## config.mk

```make
export PLATFORM = sky130hd
export DESIGN_NAME = redriver_config_select
export DESIGN_NICKNAME = d
export VERILOG_FILES = /design/src/redriver_pkg.sv /design/src/strap_sync.sv /design/src/redriver_config_select.sv
export VERILOG_INCLUDE_DIRS = /design/src
export SDC_FILE = /design/constraint.sdc
export NUM_CORES = 1
export LEC_CHECK = 0
export BUFFER_PORTS_ARGS = -buffer_cell sky130_fd_sc_hd__buf_2
export CAP_MARGIN = 10
export CORE_MARGIN = 1.5
export CORE_UTILIZATION = 50
export CTS_CLUSTER_SIZE = 10
export DETAILED_ROUTE_END_ITERATION = 8
export HOLD_SLACK_MARGIN = 0.1
export PLACE_DENSITY = 0.8
export REMOVE_ABC_BUFFERS = 1
export SKIP_CTS_REPAIR_TIMING = 1
export SYNTH_ARGS = -nofsm -noshare
export SYNTH_HDL_FRONTEND = slang
export SYNTH_SLANG_ARGS = --single-unit
```

## constraint.sdc

```tcl
create_clock -name clk_sys_i -period 2.9 [get_ports clk_sys_i]
set_input_delay 0.725 -clock clk_sys_i [delete_from_list [all_inputs] [get_ports clk_sys_i]]
set_output_delay 0.725 -clock clk_sys_i [all_outputs]
set_load 0.01 [all_outputs]
```

## src/redriver_map.svh

```systemverilog
// Register offsets, reset values and fixed codes of the config bank.
// Assumes a 32-bit Wishbone slave with byte-addressed word offsets.
`ifndef REDRIVER_MAP_SVH
`define REDRIVER_MAP_SVH

// Byte indexes, byte address is index times four
`define RDC_IDX_RSVD0 4'h0
`define RDC_IDX_RSVD1 4'h1
`define RDC_IDX_PDOWN 4'h2
`define RDC_IDX_LANE0 4'h3
`define RDC_IDX_LANE3 4'h6
`define RDC_IDX_RSVD7 4'h7
`define RDC_IDX_STATUS 4'h8
`define RDC_IDX_LAST 4'h8

// Field positions
`define RDC_PDOWN_LSB 4
`define RDC_EQ_LSB 4
`define RDC_FG_LSB 2
`define RDC_SW_LSB 0

// Reset values
`define RDC_BYTE_RST 8'h00
`define RDC_RDATA_RST 32'h0000_0000

// Fixed upper serial address bits
`define RDC_ADDR_HI 3'h7

// Synchroniser depth
`define RDC_SYNC_STAGES 2

`endif

```

## src/redriver_pkg.sv

```systemverilog
// Types shared by the redriver configuration bank.
// Assumes redriver_map.svh supplies the numeric constants.
package redriver_pkg;

    // Settings of one lane
    typedef struct packed {
        logic [3:0] eq;
        logic [1:0] fg;
        logic [1:0] sw;
    } lane_cfg_s;

    // Synchronised strap levels
    typedef struct packed {
        logic host_config_select;
        logic cable_absent;
        logic [3:0] boost_select;
        logic gain_hi_or_cfg_clear_n;
        logic gain_lo_select;
        logic [1:0] swing_select;
        logic [3:0] addr_select;
    } strap_s;

    // Configuration source
    typedef enum logic [2:0] {
        MODE_PIN = 3'b001,
        MODE_LOAD = 3'b010,
        MODE_HOST = 3'b100
    } mode_e;

endpackage

```

## src/strap_sync.sv

```systemverilog
// Two-flop synchroniser for a bundle of strap levels.
// Assumes the straps are quasi-static board levels.
`timescale 1ns/1ns
`include "redriver_map.svh"

module strap_sync #(
    parameter int WIDTH = 16
) (
    // Clock and reset
    input wire logic clk_sys_i,
    input wire logic rst_n_i,
    // Levels
    input wire logic [WIDTH-1:0] level_i,
    output logic [WIDTH-1:0] level_o
);

    logic [WIDTH-1:0] stage1_reg;
    logic [WIDTH-1:0] stage2_reg;

    // First stage feeds only the second
    always_ff @(posedge clk_sys_i) begin
        if (!rst_n_i) begin
            stage1_reg <= '0;
            stage2_reg <= '0;
        end else begin
            stage1_reg <= level_i;
            stage2_reg <= stage1_reg;
        end
    end

    assign level_o = stage2_reg;

endmodule // strap_sync

```

## src/redriver_config_select.sv

```systemverilog
// Configuration select and register bank of a four-lane redriver.
// Assumes a classic Wishbone master and static board straps.
//
// The Wishbone register port and the register offsets were left to the implementer.
`timescale 1ns/1ns
`include "redriver_map.svh"

module redriver_config_select #(
    parameter int LANES = 4
) (
    // Clock and reset
    input wire logic clk_sys_i,
    input wire logic rst_n_i,
    // Wishbone slave
    input wire logic wb_cyc_i,
    input wire logic wb_stb_i,
    input wire logic wb_we_i,
    input wire logic [7:0] wb_adr_i,
    input wire logic [31:0] wb_dat_i,
    input wire logic [3:0] wb_sel_i,
    output logic [31:0] wb_dat_o,
    output logic wb_ack_o,
    // Board straps
    input wire logic host_config_select_i,
    input wire logic cable_absent_i,
    input wire logic [3:0] boost_select_i,
    input wire logic gain_hi_or_cfg_clear_n_i,
    input wire logic gain_lo_select_i,
    input wire logic [1:0] swing_select_i,
    input wire logic [3:0] addr_select_i,
    // Lane settings
    output redriver_pkg::lane_cfg_s [LANES-1:0] lane_cfg_o,
    output logic [LANES-1:0] lane_power_down_o,
    output logic low_power_o,
    output logic [6:0] device_addr_o
);

    ////////////////////////////////////////////////////////////////////////
    // Strap synchronisation

    localparam int STRAP_W = $bits(redriver_pkg::strap_s);

    redriver_pkg::strap_s strap_raw;
    redriver_pkg::strap_s strap;
    logic [STRAP_W-1:0] strap_level;

    assign strap_raw = '{
        host_config_select: host_config_select_i,
        cable_absent: cable_absent_i,
        boost_select: boost_select_i,
        gain_hi_or_cfg_clear_n: gain_hi_or_cfg_clear_n_i,
        gain_lo_select: gain_lo_select_i,
        swing_select: swing_select_i,
        addr_select: addr_select_i
    };

    strap_sync #(
        .WIDTH(STRAP_W)
    ) u_strap_sync (
        .clk_sys_i(clk_sys_i),
        .rst_n_i(rst_n_i),
        .level_i(strap_raw),
        .level_o(strap_level)
    );

    assign strap = redriver_pkg::strap_s'(strap_level);

    ////////////////////////////////////////////////////////////////////////
    // Strap-derived common lane setting

    redriver_pkg::lane_cfg_s strap_cfg;

    always_comb begin
        strap_cfg.eq = strap.boost_select;
        strap_cfg.fg = {strap.gain_hi_or_cfg_clear_n,
                        strap.gain_lo_select};
        strap_cfg.sw = strap.swing_select;
    end

    ////////////////////////////////////////////////////////////////////////
    // Mode state machine

    redriver_pkg::mode_e mode_reg;
    redriver_pkg::mode_e mode_next;

    always_comb begin
        mode_next = mode_reg;
        unique case (mode_reg)
            redriver_pkg::MODE_PIN: begin
                if (strap.host_config_select) begin
                    mode_next = redriver_pkg::MODE_LOAD;
                end
            end
            redriver_pkg::MODE_LOAD: begin
                if (strap.host_config_select) begin
                    mode_next = redriver_pkg::MODE_HOST;
                end else begin
                    mode_next = redriver_pkg::MODE_PIN;
                end
            end
            redriver_pkg::MODE_HOST: begin
                if (!strap.host_config_select) begin
                    mode_next = redriver_pkg::MODE_PIN;
                end
            end
            default: begin
                mode_next = redriver_pkg::MODE_PIN;
            end
        endcase
    end

    always_ff @(posedge clk_sys_i) begin
        if (!rst_n_i) begin
            mode_reg <= redriver_pkg::MODE_PIN;
        end else begin
            mode_reg <= mode_next;
        end
    end

    ////////////////////////////////////////////////////////////////////////
    // Bus decode

    logic bus_req;
    logic wr_take;
    logic [3:0] byte_idx;
    logic idx_mapped;
    logic cfg_clear;

    // Word index of a byte address, unmapped beyond the last
    function automatic logic [3:0] word_index(input logic [7:0] adr);
        word_index = adr[5:2];
    endfunction

    function automatic logic index_ok(input logic [7:0] adr);
        index_ok = (adr[7:6] == 2'h0) && (adr[1:0] == 2'h0) &&
                   (adr[5:2] <= `RDC_IDX_LAST);
    endfunction

    assign bus_req = wb_cyc_i && wb_stb_i;
    assign byte_idx = word_index(wb_adr_i);
    assign idx_mapped = index_ok(wb_adr_i);
    // Write lands on the edge the master sees ack
    assign wr_take = bus_req && wb_ack_o && wb_we_i && wb_sel_i[0] &&
                     idx_mapped;
    assign cfg_clear = (mode_reg == redriver_pkg::MODE_HOST) &&
                       !strap.gain_hi_or_cfg_clear_n;

    always_ff @(posedge clk_sys_i) begin
        if (!rst_n_i) begin
            wb_ack_o <= 1'b0;
        end else begin
            wb_ack_o <= bus_req && !wb_ack_o;
        end
    end

    ////////////////////////////////////////////////////////////////////////
    // Configuration bytes

    logic [7:0] pdown_reg;
    logic [7:0] rsvd7_reg;
    redriver_pkg::lane_cfg_s [LANES-1:0] lane_reg;

    always_ff @(posedge clk_sys_i) begin
        if (!rst_n_i || cfg_clear) begin
            pdown_reg <= `RDC_BYTE_RST;
            rsvd7_reg <= `RDC_BYTE_RST;
        end else if (wr_take) begin
            if (byte_idx == `RDC_IDX_PDOWN) begin
                pdown_reg <= wb_dat_i[7:0];
            end
            if (byte_idx == `RDC_IDX_RSVD7) begin
                rsvd7_reg <= wb_dat_i[7:0];
            end
        end
    end

    genvar g;
    generate
        for (g = 0; g < LANES; g++) begin : g_lane
            always_ff @(posedge clk_sys_i) begin
                if (!rst_n_i || cfg_clear) begin
                    lane_reg[g] <= `RDC_BYTE_RST;
                end else if (mode_reg == redriver_pkg::MODE_LOAD) begin
                    lane_reg[g] <= strap_cfg;
                end else if (wr_take &&
                             byte_idx == `RDC_IDX_LANE0 + 4'(g)) begin
                    lane_reg[g] <= wb_dat_i[7:0];
                end
            end
        end
    endgenerate

    ////////////////////////////////////////////////////////////////////////
    // Read data

    logic [31:0] rdata_next;

    always_comb begin
        rdata_next = `RDC_RDATA_RST;
        if (idx_mapped) begin
            unique case (byte_idx)
                `RDC_IDX_PDOWN: rdata_next[7:0] = pdown_reg;
                `RDC_IDX_RSVD7: rdata_next[7:0] = rsvd7_reg;
                `RDC_IDX_STATUS: begin
                    rdata_next[2:0] = mode_reg;
                    rdata_next[3] = strap.cable_absent;
                    rdata_next[7:4] = strap.addr_select;
                end
                default: begin
                    if (byte_idx >= `RDC_IDX_LANE0 &&
                        byte_idx <= `RDC_IDX_LANE3) begin
                        rdata_next[7:0] =
                            lane_reg[2'(byte_idx - `RDC_IDX_LANE0)];
                    end
                end
            endcase
        end
    end

    always_ff @(posedge clk_sys_i) begin
        if (!rst_n_i) begin
            wb_dat_o <= `RDC_RDATA_RST;
        end else if (bus_req && !wb_ack_o) begin
            wb_dat_o <= rdata_next;
        end
    end

    ////////////////////////////////////////////////////////////////////////
    // Lane outputs

    always_ff @(posedge clk_sys_i) begin
        if (!rst_n_i) begin
            lane_cfg_o <= '0;
            lane_power_down_o <= '0;
        end else if (mode_reg == redriver_pkg::MODE_HOST) begin
            lane_cfg_o <= lane_reg;
            lane_power_down_o <= pdown_reg[`RDC_PDOWN_LSB +: LANES];
        end else begin
            lane_cfg_o <= {LANES{strap_cfg}};
            lane_power_down_o <= '0;
        end
    end

    // Low power follows cable absent in every mode
    always_ff @(posedge clk_sys_i) begin
        if (!rst_n_i) begin
            low_power_o <= 1'b0;
        end else begin
            low_power_o <= strap.cable_absent;
        end
    end

    // Serial address: fixed upper bits over strap bits
    always_ff @(posedge clk_sys_i) begin
        if (!rst_n_i) begin
            device_addr_o <= {`RDC_ADDR_HI, 4'h0};
        end else begin
            device_addr_o <= {`RDC_ADDR_HI, strap.addr_select};
        end
    end

endmodule // redriver_config_select

```

# Word-level counts from Yosys, hierarchy flattened
# Index checks and enable logic that the tools add are counted.
# totals
regBits,132
latch_bits,0
ramBits,0
mem_bits_ro,0
inputBits,63
output_inout_bits,77
word_cells,98
n_memories,0
# op_classes
n_addsub,1
n_mul,0
div_mod_pow,0
magnitude_cmp,4
eq_ne,12
n_shift,0
mux,18
n_bitwise,0
n_reduce_logical,28
# ops
operator,count
2-to-1 mux 8 bit,11
2-to-1 mux 32 bit,1
case mux 8 bit (3 select lines),1
binary-select mux 8 bit (select 2 bit),1
"== test 4 x 3 -> 1 bit, second input constant",4
logical AND 1 bit,14
2-to-1 mux 3 bit,3
case mux 3 bit (3 select lines),1
"== test 4 x 2 -> 1 bit, second input constant",2
AND reduction 2 bit,4
nonzero test 2 bit,4
"== test 4 bit, second input constant",1
">= comparator 4 x 2 -> 1 bit, second input constant",1
"less-or-equal comparator 4 x 3 -> 1 bit, second input constant",1
"less-or-equal comparator 4 bit, second input constant",1
logical NOT 2 bit,2
"== test 3 x 1 -> 1 bit, second input constant",1
"== test 3 x 2 -> 1 bit, second input constant",1
"== test 3 bit, second input constant",1
logical NOT 1 bit,3
"< comparator 2 x 3 -> 1 bit, second input constant",1
"inequality test 2 x 1 -> 1 bit, second input constant",1
"inequality test 2 bit, second input constant",1
"subtractor 2 bit, second input constant",1
logical OR 1 bit,1

# Depth between registers and ports, before layout
# logic_depth
word_depth,8
ltp_mapped,8
depth_no_buf,6

# Modules after synthesis
# A second synthesis with hierarchy kept.
# hier_totals
cells_unflattened,545
hier_area_um2,5063.6
# by_module_without_submodules
module,instances,cells_each,area_per_inst_um2,seq_area_each_um2
redriver_config_select,1,487,4277.9,2021.9
strap_sync,1,58,785.8,560.5

# Worst setup path before layout
# OpenSTA, ideal clock, no wires.
# synth_timing
kind,input -> register
start,in wb_adr_i[2]
end,reg wb_dat_o[0]
setup_time_ns,0.117
arrival_ns,2.145
t_required_ns,2.783
slack_ns,0.638
cell_stages,8
n_path_buf,2
path_cell_list,buf_6 -> inv_1 -> ha_1 -> clkbuf_1 -> mux4_2 -> inv_1 -> o21ai_0 -> a32o_1
# synth_between
elab_chain_cells,6
elab_cells_between_ends,14
classes_between,add/sub: 1; order compare: 3; eq/ne: 3; mux: 5; reduce/logical: 2
# synth_lines
element,line,rtl
start: declaration,redriver_config_select.sv:18,"input wire logic [7:0] wb_adr_i,"
subtractor 2 bit (no source line),--,
binary-select mux 8 bit (select 2 bit),redriver_config_select.sv:213,lane_reg[2'(byte_idx - `RDC_IDX_LANE0)];
2-to-1 mux 8 bit,redriver_config_select.sv:213,
2-to-1 mux 8 bit,redriver_config_select.sv:210,if (byte_idx >= `RDC_IDX_LANE0 &&
case mux 8 bit (3 select lines),redriver_config_select.sv:201,unique case (byte_idx)
2-to-1 mux 8 bit *,redriver_config_select.sv:200,if (idx_mapped) begin
end signal: assignment,redriver_config_select.sv:222,wb_dat_o <= `RDC_RDATA_RST;
end signal: assignment,redriver_config_select.sv:224,wb_dat_o <= rdata_next;
end: declaration,redriver_config_select.sv:21,"output logic [31:0] wb_dat_o,"
# Every way passes the cells marked *; elsewhere a longest branch is shown, timed or not. The select of a mux whose other input is x is not followed.
# A chain may end at the register's enable or synchronous reset.

# Worst setup path in the final report
# layout_timing
start,in wb_adr_i[7]
end,reg lane_reg[17] in the netlist's numbering
# layout_between
elab_chain_cells,6
# layout_lines
element,line,rtl
logical NOT 2 bit,redriver_config_select.sv:135,index_ok = (adr[7:6] == 2'h0) && (adr[1:0] == 2'h0) &&
logical AND 1 bit (2 in a row),redriver_config_select.sv:135,
logical AND 1 bit,redriver_config_select.sv:143,assign wr_take = bus_req && wb_ack_o && wb_we_i && wb_sel_i[0] &&
logical AND 1 bit,redriver_config_select.sv:185,end else if (wr_take &&
nonzero test 2 bit (no source line),--,
end signal: indexed assignment,redriver_config_select.sv:182,lane_reg[g] <= `RDC_BYTE_RST;
end signal: indexed assignment,redriver_config_select.sv:184,lane_reg[g] <= strap_cfg;
end signal: indexed assignment,redriver_config_select.sv:187,lane_reg[g] <= wb_dat_i[7:0];
end: declaration,redriver_config_select.sv:161,redriver_pkg::lane_cfg_s [LANES-1:0] lane_reg;
# Every way passes these cells.

==> results.md <==
- Cell at the slowest stage of the critical path: sky130_fd_sc_hd__and4_1
- Synth-to-Final Area Change: 17.87%
- Synth area leader: sky130_fd_sc_hd__dfxtp_1
- First-pass GRT wire length: 20930 um
- Worst setup path category: input pin to register
- Final standard cell utilization of the core: 61.48%
- Compound-gate portion of the synthesized area: 10.64%
- Timing-limited maximum frequency: 480.7 MHz
- Commonest non-fill, non-tap cell in the layout: sky130_fd_sc_hd__dfxtp_1
- Top area cells in the synthesized netlist: sky130_fd_sc_hd__dfxtp_1 (48%), sky130_fd_sc_hd__nand2_1 (5.5%), sky130_fd_sc_hd__and2_1 (4.7%), sky130_fd_sc_hd__mux2i_1 (4.6%), sky130_fd_sc_hd__buf_4 (4.0%)
- Floorplan die area: 0.01150 mm2
- Die boundary height: 107.2 um
- Clock latency on the worst-skew pair: 0.54 ns
- Std cell rows: 37
- Endpoint kind of the worst setup timing path: register
- Leading cell types in the layout, fill and taps excluded: sky130_fd_sc_hd__dfxtp_1 (129), sky130_fd_sc_hd__buf_2 (85), sky130_fd_sc_hd__nand2_1 (80)
- Pwr dens: 692.5 mW/mm2
- Buffering stage count on the worst path with inverters included: 1
- Simple-gate portion of the synthesized area: 21.17%
- Critical path's top delay family: simple AND/OR/NAND/NOR gates
- HPWL after DPL: 8511 um
- Slack of the worst reg-to-reg path: 1.03 ns
- Max IR drop VDD: 0.3123 mV
- Post-route clock period utilization: 71.74%
- Via density per instance: 5.528
- Largest stage delay on the critical path: 0.73 ns
- Startpoint of the worst register-to-register path: mode_reg[1]
- CTS Sinks: 129
- TritonCTS clock tree: done
- Proportion of register bits with asynchronous set or reset after synthesis: 0%
- Final count of pins violating max slew: 0
- Total stage count of the critical path: 5
- H-Tree Depth: 4
- Count of fill cells added during filler insertion: 831
- Area used by multi-input combinational logic: 0.002427 mm2
- Initial core utilization: 52.16%
- Clock slew at the register clock pins of the worst setup and hold paths: 0.06 ns
- Shortest clock period the worst path allows after layout: 2.080 ns
- Vias: 4251
- Count of flip-flops with a built-in enable after synthesis: 0
- Leakage dissipation: 2.879 nW
- Clock tree buffer depth: 2
- Synthesized area per cell: 9.950 um2
- Final critical-path setup slack: 0.8197 ns
- Placed Cells incl. Taps: 737
- Most frequently used flop master after synthesis: sky130_fd_sc_hd__dfxtp_1
- Non-filler cells, final: 769
- Detailed-router iteration count before antenna repair: 5
- Drt initial violations: 334
- Number of setup violations in the final report: 0
- Sequential element share of the synthesized area: 47.54%
- Worst Path Max Fanout: 16
- Number of nets with antenna violations after detailed routing: 0
- Max-cap violations: 0
- Die X: 107.2 um
- Final sum of negative setup slack: 0 ns
- FF-to-FF path depth: 5
- Worst EP required: 3.35 ns
- Arrival time of the worst setup path: 2.53 ns
- Post-layout net count: 687
- Area occupied by registers: 0.002582 mm2
- All-layer global routing usage: 23.93%
- Area of the mapped netlist: 0.005433 mm2
- Max-slew headroom at the worst pin: 47.23%
- Final GP Congestion: 0.8944
- CP Capture Point: lane_reg[17]
- Transition time of the tightest slew-check pin: 0.7916 ns
- Smallest hold slack: 0.3879 ns
- Hold path start: swing_select_i[0]
- Average routed wire per standard cell: 16.75 um
- Kind of path behind the tightest hold check: input pin to register
- Main combinational cell family by area after synthesis: simple AND/OR/NAND/NOR gates
- Synth cell types: 52
- Number of register bits inferred by synthesis: 129
- Proportion of netlist area held by the largest area contributor: 47.54%
- Antenna violations before repair: 0
- Number of global-route vias before repair: 4294
- Total inserted antenna cells: 0
- Drt total wl: 12880 um
- Multiplexer area fraction after synthesis: 9.650%
- GR Overflow Total: 0
- Number of hold-slack violations in the final timing report: 0
- Setup repair after global routing missed its margin: false
- Critical path launch point: wb_adr_i[7]
- Syn Inst Count: 546
- Clock tree root buffer cell: sky130_fd_sc_hd__clkbuf_8
- Synth Area in XOR/XNOR: 0.3224%
- Cells traversed along the worst timing path: buf_2, nor4_4, and4_1, a211oi_1, nor3_1
- Clock buffer count from CTS: 17
- Remaining design rule violation count: 0
- Layout cell share with drive strength beyond 1: 26.70%
- Number of port buffers: 85
- Synth Area in Adders: 0.9212%
- Startpoint type of the worst setup path: input pin
- Place WS: 0.3279 ns
- Cell depth of the worst hold path: 2
- Number of ports placed on the die boundary: 140
- Largest net degree at the start of global routing: 41
- Critical R2R Capture: lane_reg[14]
- Floorplan core area: 0.01042 mm2
- Outcome: completed
- Setup Skew: 0.01184 ns
- Warning count from the yosys run: 0
how the worst min path moves through the flow:
stage | endpoint | slack (ns)
6_report | u_strap_sync.stage1_reg[4] | 0.39
3_5_place_dp | mode_reg[0] | 0.39
5_1_grt | u_strap_sync.stage1_reg[4] | 0.37
2_1_floorplan | mode_reg[0] | 0.37
3_3_place_gp | mode_reg[0] | 0.39
4_1_cts | u_strap_sync.stage1_reg[10] | 0.37
kinds of logic after synthesis:
group | count (synthesis)
xor gates and xnor gates | 2
muxes | 41
adders and majority gates | 4
AOI/OAI and AO/OA | 87
buffers and inverters | 74
and+or+nand+nor | 207
DFF | 129
other | 2
through the flow:
| step | power (mW) | instance area [um2] |
|---|---|---|
| after CTS | 4.457 | 6404 |
| after floorplan | 1.969 | 5041 |
| after detailed placement | 2.071 | 5736 |
| after global routing | 4.571 | 6404 |
| after global placement | 2.065 | 5736 |
| final | 4.435 | 6404 |
routing by layer:
layer,up-vias,part of all wire [%],GRT usage (%)
met5,-,0,0
met4,0,3.0,13.05
met3,40,8.6,7.052
met2,215,49,39.17
met1,2004,39,28.06
li1,1992,-,-
area by class of cell:
type,instances,share of cell area [%]
Clock inverter,15,3.966
Tap cell,136,2.657
Clock buffer,17,6.467
Timing Repair Buffer,94,8.089
Multi-Input combinational cell,368,37.91
Sequential cell,129,40.33
Inverter,10,0.5862
worst register-to-register path, delay by kind of cell (launching register included):
family / cells / cell delay [ns]
AND/OR/NAND/NOR: 2 / 0.29
buffers and inverters: 1 / 0.38
multiplexers: 1 / 0.42
AO/OA/AOI/OAI: 1 / 0.17
flip-flops: 1 / 0.48
report_power, final:
part / switching (mW) / total, mW / internal (mW)
sequential: 0.0159 / 1.82 / 1.81
combinational: 0.136 / 0.215 / 0.0794
clock: 0.814 / 2.40 / 1.58
synth_stat cells (all sizes together), types with 2 or more instances:
master and n:
inv 10, a21oi 33, mux2 8, mux2i 25, a32o 7, nand2 80
nor3b 3, and3b 4, nor2 20, buf 45, and2 41, nand3b 2
a22oi 4, clkbuf 19, nand4 5, or3b 3, nand3 6, xnor2 2
conb 2, a222oi 3, nor3 33, ha 4, and4 4, a211oi 19
mux4 8, dfxtp 129, o21ai 17
Power figures use the tool's default switching activity.
